==> src/stc_pkg.sv <==
// Shared constants and types for the sixteen-bit timer/counter
package stc_pkg;

    // ----------------------------------------
    // Register byte offsets
    // ----------------------------------------
    localparam int          STC_ADDR_W    = 8;
    localparam logic [7:0]  STC_OFF_CTRL  = 8'h00;  // timer_control_reg
    localparam logic [7:0]  STC_OFF_LOW   = 8'h04;  // count_low_byte
    localparam logic [7:0]  STC_OFF_HIGH  = 8'h08;  // count_high_byte
    localparam logic [7:0]  STC_OFF_STAT  = 8'h0C;  // Sticky event status
    localparam logic [7:0]  STC_OFF_CLR   = 8'h10;  // Write-one-to-clear
    localparam logic [7:0]  STC_OFF_IEN   = 8'h14;  // Interrupt enable

    // ----------------------------------------
    // Control field positions and reset values
    // ----------------------------------------
    localparam int          STC_BIT_RUN   = 0;
    localparam int          STC_BIT_SRC   = 1;
    localparam int          STC_BIT_BYP   = 2;
    localparam int          STC_BIT_OSC   = 3;
    localparam int          STC_BIT_PSLO  = 4;
    localparam int          STC_BIT_PSHI  = 5;
    localparam int          STC_BIT_SYSCK = 6;
    localparam int          STC_BIT_WIDE  = 7;
    localparam logic [7:0]  STC_CTRL_RST  = 8'h00;
    localparam logic [7:0]  STC_CTRL_WMSK = 8'hBF;  // Bit 6 is read-only
    localparam logic [15:0] STC_COUNT_RST = 16'h0000;
    localparam logic [15:0] STC_COUNT_MAX = 16'hFFFF;
    localparam int          STC_PS_W      = 3;      // Prescale counter width
    localparam int          STC_IRQ_OVF   = 0;      // Overflow status bit

    // ----------------------------------------
    // Bus responses and channel states
    // ----------------------------------------
    localparam logic [1:0]  STC_RESP_OKAY = 2'h0;
    localparam logic [1:0]  STC_RESP_ERR  = 2'h2;

    typedef enum logic [1:0] {STC_WR_IDLE = 2'b01, STC_WR_RESP = 2'b10} stc_wr_state_type;
    typedef enum logic [1:0] {STC_RD_IDLE = 2'b01, STC_RD_DATA = 2'b10} stc_rd_state_type;

endpackage

==> src/stc_edge_sync.sv <==
// External clock pin synchroniser and rising-edge detector
`timescale 1ns/10ps
module stc_edge_sync
    import stc_pkg::*;
(
    input  wire logic aclk,
    input  wire logic aresetn,
    input  wire logic pin,
    input  wire logic bypass,
    output wire logic rise
);
    logic stage1;    // First sync flop, read only by stage2
    logic stage2;    // Synchronised level
    logic prev_sync; // Last synchronised level
    logic prev_raw;  // Last raw level for bypass path

    // Two-flop synchroniser plus edge history
    always_ff @(posedge aclk)
    begin
        if (!aresetn)
        begin
            stage1    <= 1'b0;
            stage2    <= 1'b0;
            prev_sync <= 1'b0;
            prev_raw  <= 1'b0;
        end
        else
        begin
            stage1    <= pin;
            stage2    <= stage1;
            prev_sync <= stage2;
            prev_raw  <= pin;
        end
    end

    assign rise = bypass ? (pin & ~prev_raw) : (stage2 & ~prev_sync);
endmodule // stc_edge_sync

==> src/stc_prescaler.sv <==
// Input clock prescaler with 1, 2, 4 or 8 division
`timescale 1ns/10ps
module stc_prescaler
    import stc_pkg::*;
#(
    parameter int PS_W = STC_PS_W
)
(
    input  wire logic       aclk,
    input  wire logic       aresetn,
    input  wire logic       tick_in,
    input  wire logic       clear,
    input  wire logic [1:0] select,
    output wire logic       tick_out
);
    logic [PS_W-1:0] div_count; // Input ticks seen
    wire  [PS_W-1:0] div_mask;  // Terminal pattern for this ratio

    assign div_mask = PS_W'((1 << select) - 1);
    assign tick_out = tick_in && ((div_count & div_mask) == div_mask);

    // Divider counter, cleared by low byte writes
    always_ff @(posedge aclk)
    begin
        if (!aresetn || clear)
            div_count <= '0;
        else if (tick_in)
            div_count <= PS_W'(div_count + 1'b1);
    end
endmodule // stc_prescaler

==> src/stc_timer_top.sv <==
// Sixteen-bit timer/counter with AXI4-Lite register slave
`timescale 1ns/10ps
module stc_timer_top
    import stc_pkg::*;
(
    input  wire logic                  aclk,
    input  wire logic                  aresetn,
    input  wire logic [STC_ADDR_W-1:0] awaddr,
    input  wire logic [2:0]            awprot,
    input  wire logic                  awvalid,
    output wire logic                  awready,
    input  wire logic [31:0]           wdata,
    input  wire logic [3:0]            wstrb,
    input  wire logic                  wvalid,
    output wire logic                  wready,
    output logic      [1:0]            bresp,
    output wire logic                  bvalid,
    input  wire logic                  bready,
    input  wire logic [STC_ADDR_W-1:0] araddr,
    input  wire logic [2:0]            arprot,
    input  wire logic                  arvalid,
    output wire logic                  arready,
    output logic      [31:0]           rdata,
    output logic      [1:0]            rresp,
    output wire logic                  rvalid,
    input  wire logic                  rready,
    input  wire logic                  ext_clock_pin,
    input  wire logic                  special_event_trigger,
    input  wire logic                  sysclk_from_timer_osc,
    output wire logic                  timer_osc_enable,
    output wire logic                  irq
);

    // ----------------------------------------
    // Declarations
    // ----------------------------------------
    stc_wr_state_type        wr_state;    // Write channel state
    stc_rd_state_type        rd_state;    // Read channel state
    logic                    aw_held;     // Write address captured
    logic                    w_held;      // Write data captured
    logic [STC_ADDR_W-1:0]   aw_addr_q;   // Captured write address
    logic [7:0]              w_data_q;    // Captured low data byte
    logic                    w_lane0_q;   // Captured strobe for byte 0
    logic [7:0]              ctrl_q;      // timer_control_reg store
    logic [15:0]             count;       // The counter itself
    logic [15:0]             next_count;  // Counter next value
    logic [7:0]              high_buffer; // Wide-mode high byte buffer
    logic [0:0]              irq_status;  // Sticky events
    logic [0:0]              irq_enable;  // Interrupt enables
    logic                    ovf_event;   // Wrap this cycle

    // ----------------------------------------
    // Control fields
    // ----------------------------------------
    wire       count_run_enable      = ctrl_q[STC_BIT_RUN];
    wire       clock_source_select   = ctrl_q[STC_BIT_SRC];
    wire       ext_clock_sync_bypass = ctrl_q[STC_BIT_BYP];
    wire [1:0] prescale_select       = ctrl_q[STC_BIT_PSHI:STC_BIT_PSLO];
    wire       wide_access_enable    = ctrl_q[STC_BIT_WIDE];

    assign timer_osc_enable = ctrl_q[STC_BIT_OSC];

    // ----------------------------------------
    // Write channel handshake
    // ----------------------------------------
    assign awready  = !aw_held && (wr_state == STC_WR_IDLE);
    assign wready   = !w_held && (wr_state == STC_WR_IDLE);
    assign bvalid   = (wr_state == STC_WR_RESP);
    wire   do_write = (wr_state == STC_WR_IDLE) && aw_held && w_held;
    wire   wr_en    = do_write && w_lane0_q;

    // Write address decode
    wire wr_ctrl  = wr_en && (aw_addr_q == STC_OFF_CTRL);
    wire wr_low   = wr_en && (aw_addr_q == STC_OFF_LOW);
    wire wr_high  = wr_en && (aw_addr_q == STC_OFF_HIGH);
    wire wr_clr   = wr_en && (aw_addr_q == STC_OFF_CLR);
    wire wr_ien   = wr_en && (aw_addr_q == STC_OFF_IEN);
    wire wr_known = (aw_addr_q == STC_OFF_CTRL) || (aw_addr_q == STC_OFF_LOW)
                 || (aw_addr_q == STC_OFF_HIGH) || (aw_addr_q == STC_OFF_STAT)
                 || (aw_addr_q == STC_OFF_CLR)  || (aw_addr_q == STC_OFF_IEN);

    // Capture write address and data in either order
    always_ff @(posedge aclk)
    begin
        if (!aresetn)
        begin
            aw_held   <= 1'b0;
            w_held    <= 1'b0;
            aw_addr_q <= '0;
            w_data_q  <= 8'h00;
            w_lane0_q <= 1'b0;
        end
        else
        begin
            // Address channel
            if (awvalid && awready)
            begin
                aw_held   <= 1'b1;
                aw_addr_q <= awaddr;
            end
            else if (do_write)
                aw_held <= 1'b0;
            // Data channel
            if (wvalid && wready)
            begin
                w_held    <= 1'b1;
                w_data_q  <= wdata[7:0];
                w_lane0_q <= wstrb[0];
            end
            else if (do_write)
                w_held <= 1'b0;
        end
    end

    // Write response state machine
    always_ff @(posedge aclk)
    begin
        if (!aresetn)
        begin
            wr_state <= STC_WR_IDLE;
            bresp    <= STC_RESP_OKAY;
        end
        else
        begin
            case (wr_state)
                STC_WR_IDLE:
                    if (do_write)
                    begin
                        wr_state <= STC_WR_RESP;
                        bresp    <= wr_known ? STC_RESP_OKAY : STC_RESP_ERR;
                    end
                STC_WR_RESP:
                    if (bready)
                        wr_state <= STC_WR_IDLE;
                default:
                    wr_state <= STC_WR_IDLE;
            endcase
        end
    end

    // ----------------------------------------
    // Read channel
    // ----------------------------------------
    assign arready = (rd_state == STC_RD_IDLE);
    assign rvalid  = (rd_state == STC_RD_DATA);
    wire   rd_take = arvalid && arready;
    wire   rd_low  = rd_take && (araddr == STC_OFF_LOW);

    // live oscillator status in bit 6
    wire [7:0] ctrl_view = {ctrl_q[STC_BIT_WIDE], sysclk_from_timer_osc,
                            ctrl_q[STC_BIT_SYSCK-1:0]};
    // high byte through buffer in wide mode
    wire [7:0] high_view = wide_access_enable ? high_buffer : count[15:8];

    // Read data selection
    wire [7:0] rd_byte =
        (araddr == STC_OFF_CTRL) ? ctrl_view :
        (araddr == STC_OFF_LOW)  ? count[7:0] :
        (araddr == STC_OFF_HIGH) ? high_view :
        (araddr == STC_OFF_STAT) ? {7'h00, irq_status} :
        (araddr == STC_OFF_IEN)  ? {7'h00, irq_enable} : 8'h00;
    wire rd_known = (araddr == STC_OFF_CTRL) || (araddr == STC_OFF_LOW)
                 || (araddr == STC_OFF_HIGH) || (araddr == STC_OFF_STAT)
                 || (araddr == STC_OFF_CLR)  || (araddr == STC_OFF_IEN);

    // Read state machine with registered data
    always_ff @(posedge aclk)
    begin
        if (!aresetn)
        begin
            rd_state <= STC_RD_IDLE;
            rdata    <= 32'h0000_0000;
            rresp    <= STC_RESP_OKAY;
        end
        else
        begin
            case (rd_state)
                STC_RD_IDLE:
                    if (rd_take)
                    begin
                        rd_state <= STC_RD_DATA;
                        rdata    <= {24'h00_0000, rd_byte};
                        rresp    <= rd_known ? STC_RESP_OKAY : STC_RESP_ERR;
                    end
                STC_RD_DATA:
                    if (rready)
                        rd_state <= STC_RD_IDLE;
                default:
                    rd_state <= STC_RD_IDLE;
            endcase
        end
    end

    // ----------------------------------------
    // Control register
    // ----------------------------------------
    always_ff @(posedge aclk)
    begin
        if (!aresetn)
            ctrl_q <= STC_CTRL_RST;
        else if (wr_ctrl)
            ctrl_q <= w_data_q & STC_CTRL_WMSK;
    end

    // ----------------------------------------
    // Clock source and prescaler
    // ----------------------------------------
    wire ext_rise;   // Qualified external edge
    wire count_tick; // Prescaled count advance

    // External pin edge detection
    stc_edge_sync u_edge_sync (
        .aclk   (aclk),
        .aresetn(aresetn),
        .pin    (ext_clock_pin),
        .bypass (ext_clock_sync_bypass),
        .rise   (ext_rise)
    );

    wire src_tick = count_run_enable && (clock_source_select ? ext_rise : 1'b1);

    // Division ahead of the counter
    stc_prescaler #(.PS_W(STC_PS_W)) u_prescaler (
        .aclk    (aclk),
        .aresetn (aresetn),
        .tick_in (src_tick),
        .clear   (wr_low),
        .select  (prescale_select),
        .tick_out(count_tick)
    );

    // ----------------------------------------
    // Counter update
    // ----------------------------------------
    always_comb
    begin
        next_count = count;
        ovf_event  = 1'b0;
        // low write commits buffered high byte in wide mode, keeps count high byte in byte mode
        if (wr_low)
            next_count = {high_view, w_data_q};
        // direct high byte write in byte mode
        else if (wr_high && !wide_access_enable)
            next_count = {w_data_q, count[7:0]};
        else if (special_event_trigger)
            next_count = STC_COUNT_RST;
        // wrap from all ones to zero
        else if (count_tick)
        begin
            next_count = 16'(count + 16'h0001);
            ovf_event  = (count == STC_COUNT_MAX);
        end
    end

    // Count and high byte buffer registers
    always_ff @(posedge aclk)
    begin
        if (!aresetn)
        begin
            count       <= STC_COUNT_RST;
            high_buffer <= 8'h00;
        end
        else
        begin
            count <= next_count;
            // buffer loads on high write or low read, in wide mode only
            if (wr_high && wide_access_enable)
                high_buffer <= w_data_q;
            else if (rd_low && wide_access_enable)
                high_buffer <= count[15:8];
        end
    end

    // ----------------------------------------
    // Interrupts
    // ----------------------------------------
    wire [0:0] clr_mask = wr_clr ? w_data_q[0:0] : 1'b0;

    // sticky flag, a new event beats the clear
    always_ff @(posedge aclk)
    begin
        if (!aresetn)
        begin
            irq_status <= 1'b0;
            irq_enable <= 1'b0;
        end
        else
        begin
            irq_status <= (irq_status & ~clr_mask) | ovf_event;
            if (wr_ien)
                irq_enable <= w_data_q[0:0];
        end
    end

    // Level interrupt from enabled status
    assign irq = |(irq_status & irq_enable);

    // Quiet cycle: no low write, no byte-mode high write and no trigger
    wire quiet = !wr_low && !(wr_high && !wide_access_enable) && !special_event_trigger;
endmodule // stc_timer_top

==> config.mk <==
export PLATFORM = sky130hd
export DESIGN_NAME = stc_timer_top
export DESIGN_NICKNAME = d
export VERILOG_FILES = /design/src/stc_pkg.sv /design/src/stc_edge_sync.sv /design/src/stc_prescaler.sv /design/src/stc_timer_top.sv
export SDC_FILE = /design/constraint.sdc
export NUM_CORES = 1
export LEC_CHECK = 0
export BUFFER_PORTS_ARGS = -buffer_cell sky130_fd_sc_hd__buf_2
export CAP_MARGIN = 0
export CORE_MARGIN = 3
export CORE_UTILIZATION = 25
export CTS_CLUSTER_SIZE = 25
export DETAILED_ROUTE_END_ITERATION = 8
export GPL_TIMING_DRIVEN = 0
export PLACE_DENSITY = 0.52
export SYNTH_ARGS = -nofsm -noshare
export SYNTH_HDL_FRONTEND = slang
export SYNTH_SLANG_ARGS = --single-unit
export TNS_END_PERCENT = 30
==> constraint.sdc <==
create_clock -name aclk -period 3.91 [get_ports aclk]
set_input_delay 0.391 -clock aclk [delete_from_list [all_inputs] [get_ports aclk]]
set_output_delay 0.391 -clock aclk [all_outputs]
set_load 0.02 [all_outputs]
==> load_flow_metrics.sql <==
INSERT INTO impl_metrics (metric_group, metric, value, unit) VALUES
('status', 'status', 'complete, no violations', ''),
('layout', 'finished_cell_area', '0.004810', 'sq mm'),
('detailed_routing', 'met3_wirelength', '665', 'microns'),
('synthesis', 'netlist.area_leader.share', '37.13', '%'),
('power', 'leakagePower', '1.945', 'nW'),
('cts', 'cts_inserted_buffers', '9', ''),
('sta', 'fmax', '0.4322', 'GHz'),
('power', 'clkPwrFrac', '50.1', '%'),
('detailed_routing', 'met2RoutedLength', '5.530', 'mm'),
('synthesis', 'yosys-mux-area-fraction', '7.541', '%'),
('synthesis', 'syn_inst', '465', ''),
('detailed_routing', 'first_pass_iters', '5', ''),
('worst_setup_path', 'cp_data_required_time', '4130', 'ps'),
('global_routing', 'number_of_global_route_vias_before_repair', '3525', ''),
('power', 'report.power.total', '2.011', 'mW'),
('synthesis', 'synth_simple_gate_area_share', '23.78', '%'),
('power', 'worst_voltage_drop_across_the_vdd_grid', '241.0', 'uV'),
('floorplan', 'die_w', '130.6', 'microns'),
('worst_hold_path', 'hp-class', 'input port to register', ''),
('placed_design', 'place_congestion', '0.8983', ''),
('power', 'share_seq_of_total_power', '39.3', '%'),
('synthesis', 'synth-seq-cells', '72', ''),
('floorplan', 'std_cell_rows', '44', ''),
('cts', 'clock_tree.htree_level_count', '3', ''),
('floorplan', 'start_util', '26.12', '%'),
('layout', 'antennaDiodeCount', '0', ''),
('worst_setup_path', 'critPathLaunchType', 'register', ''),
('detailed_routing', 'detail-route-antenna-nets', '0', ''),
('sta', 'tightestPinTransition', '1118', 'ps'),
('detailed_routing', 'via_per_inst', '4.959', ''),
('floorplan', 'core_region_area', '0.01486', 'sq mm'),
('synthesis', 'fraction_of_synthesis_flops_using_an_asynchronous_set_or_reset_pin', '0', '%'),
('synthesis', 'synth_area_leader_cell', 'dfxtp_1', ''),
('layout', 'instances_no_fill', '738', ''),
('synthesis', 'post_synth_xor_area_fraction', '0.6768', '%'),
('sta', 'timing.max_slew.rel_slack', '24.97', '%'),
('cts', 'worst_skew_pair.late_latency', '330', 'ps'),
('layout', 'area_growth_syn_to_layout', '23.88', '%'),
('synthesis', 'mean_cell_area_of_the_mapped_netlist', '8.349', 'sq um'),
('sta', 'rsz0062_at_grt', 'false', ''),
('sta', 'setup_viol', '0', ''),
('sta', 'totalNegativeSetupSlack', '0', 'ps'),
('synthesis', 'synth_enable_flop_cells', '0', ''),
('cts', 'cts.repair.resized', '0', ''),
('synthesis', 'synth-warning-count', '0', ''),
('cts', 'cts_sinks', '72', ''),
('synthesis', 'yosys_most_used_dff', 'dfxtp_1', ''),
('cts', 'tritoncts_clock_tree', 'done', ''),
('detailed_routing', 'remaining_drc_errors', '0', ''),
('cts', 'cts_post_setup_buffers_inserted', '0', ''),
('cts', 'cts_hold_repair.buffers', '0', ''),
('detailed_routing', 'finalWirelength', '11.65', 'mm'),
('worst_setup_path', 'cp_data_arrival_time', '2530', 'ps'),
('placed_design', 'hpwlAfterDp', '8.828', 'mm'),
('worst_setup_path', 'path_class', 'register to register', ''),
('power', 'netSwitchingFraction', '24.10', '%'),
('layout', 'num-nets-final', '620', ''),
('placed_design', 'place.port_buffers', '49', ''),
('cts', 'clk_pin_slew_worst_paths', '60', 'ps'),
('synthesis', 'synth_cell_type_count', '67', ''),
('layout', 'layout-drive-gt1-share', '21.30', '%'),
('global_routing', 'initial_antenna_violation_count', '0', ''),
('layout', 'layout.cells.most_common', 'dfxtp_1', ''),
('sta', 'timing.final.crit_share', '59.17', '%'),
('detailed_routing', 'post_drt_wl_per_cell', '15.79', 'microns'),
('global_routing', 'grt_max_degree', '13', ''),
('sta', 'worst_clock_skew_on_the_final_layout', '6.041', 'ps'),
('placed_design', 'dpl-instance-area', '0.004452', 'sq mm'),
('floorplan', 'dieArea', '0.01706', 'sq mm'),
('power', 'intPower', '1.526', 'mW'),
('placed_design', 'cells_after_dpl', '723', '');
==> cell usage after synthesis, drive strengths merged, types with 3 or more instances <==
master  count
a22oi       4
nor4        6
inv         6
and2        9
a221oi      8
mux2       10
a32oi       3
a31oi       6
nor2b      12
or3         3
clkbuf     14
a21oi      48
mux2i      18
dfxtp      72
o21ai      26
o211ai      3
nand2      67
or4         3
nor3        4
nand3       7
buf        34
nor2       28
nand2b      7
and3        7
a211oi      4
or2         5
nand4       7
o31ai       8
==> kinds of logic after synthesis <==
group	after synthesis
flip-flops	72
other	1
AO/OA/AOI/OAI	132
multiplexers	28
AND/OR/NAND/NOR	173
buffers and inverters	54
XOR/XNOR	3
adder cells (fa/ha/maj)	2
==> power by group through the flow <==
stage	registers (mW)	logic, mW	clock network [mW]
finish	0.791	0.213	1.01
global route	0.793	0.236	1.05
CTS	0.790	0.213	1.02
detailed placement	0.806	0.211	0
global placement	0.806	0.210	0
floorplan	0.802	0.142	0
==> metrics by stage <==
step / setup WS, ps / hold slack, ps / utilization, %
2_1_floorplan: 1901 / 421.4 / -
3_3_place_gp: 1509 / 433.9 / 29.95
3_5_place_dp: 1549 / 435.2 / 29.95
4_1_cts: 1552 / 287.3 / 32.36
5_1_grt: 1425 / 291.8 / 32.36
6_report: 1596 / 295.5 / 32.36
==> final cells by class <==
cell class	instances	area, sq um
plain buffers	48	295.3
clock buffers	10	229.0
clock inverters	5	128.9
fillers	1581	10050
inverters	6	22.52
multi-input cells	364	2217
flip-flops and latches	72	1441
well taps	184	230.2
repair buffers	49	245.2
==> metal layers <==
metal	global-route usage (%)	vias to the layer above
met1	17.91	1676
met3	2.154	25
met5	0	-
li1	-	1816
met4	4.235	0
met2	23.12	143
==> path summary, 6_finish.rpt <==
| check | startpoint | to | slack, ps | depth (start not counted) |
|---|---|---|---|---|
| setup / recovery | aw_addr_q[0] | count[4] | 1600 | 6 |
| hold / removal | awaddr[5] | aw_addr_q[5] | 300 | 3 |
| setup reg to reg | aw_addr_q[0] | count[4] | 1600 | 6 |
| hold reg to reg | aw_addr_q[7] | aw_addr_q[7] | 450 | 2 |
==> sequential cells by signal, summed over array words and instances (netlist names), 2 cells and up <==
| register | flops |
|---|---|
| ctrl_q | 7 |
| high_buffer | 8 |
| rd_state | 2 |
| aw_addr_q | 8 |
| u_prescaler.div_count | 3 |
| rdata | 8 |
| wr_state | 2 |
| count | 16 |
| w_data_q | 8 |
==> worst max-delay path, stage by stage (launching register included) <==
cell     delay [ps]
dfxtp_1         320
or3_4           430
nor4_2          550
buf_2           370
mux2_1          350
nand4_1          90
o31ai_1          80
(Power assumes the default switching activity.)
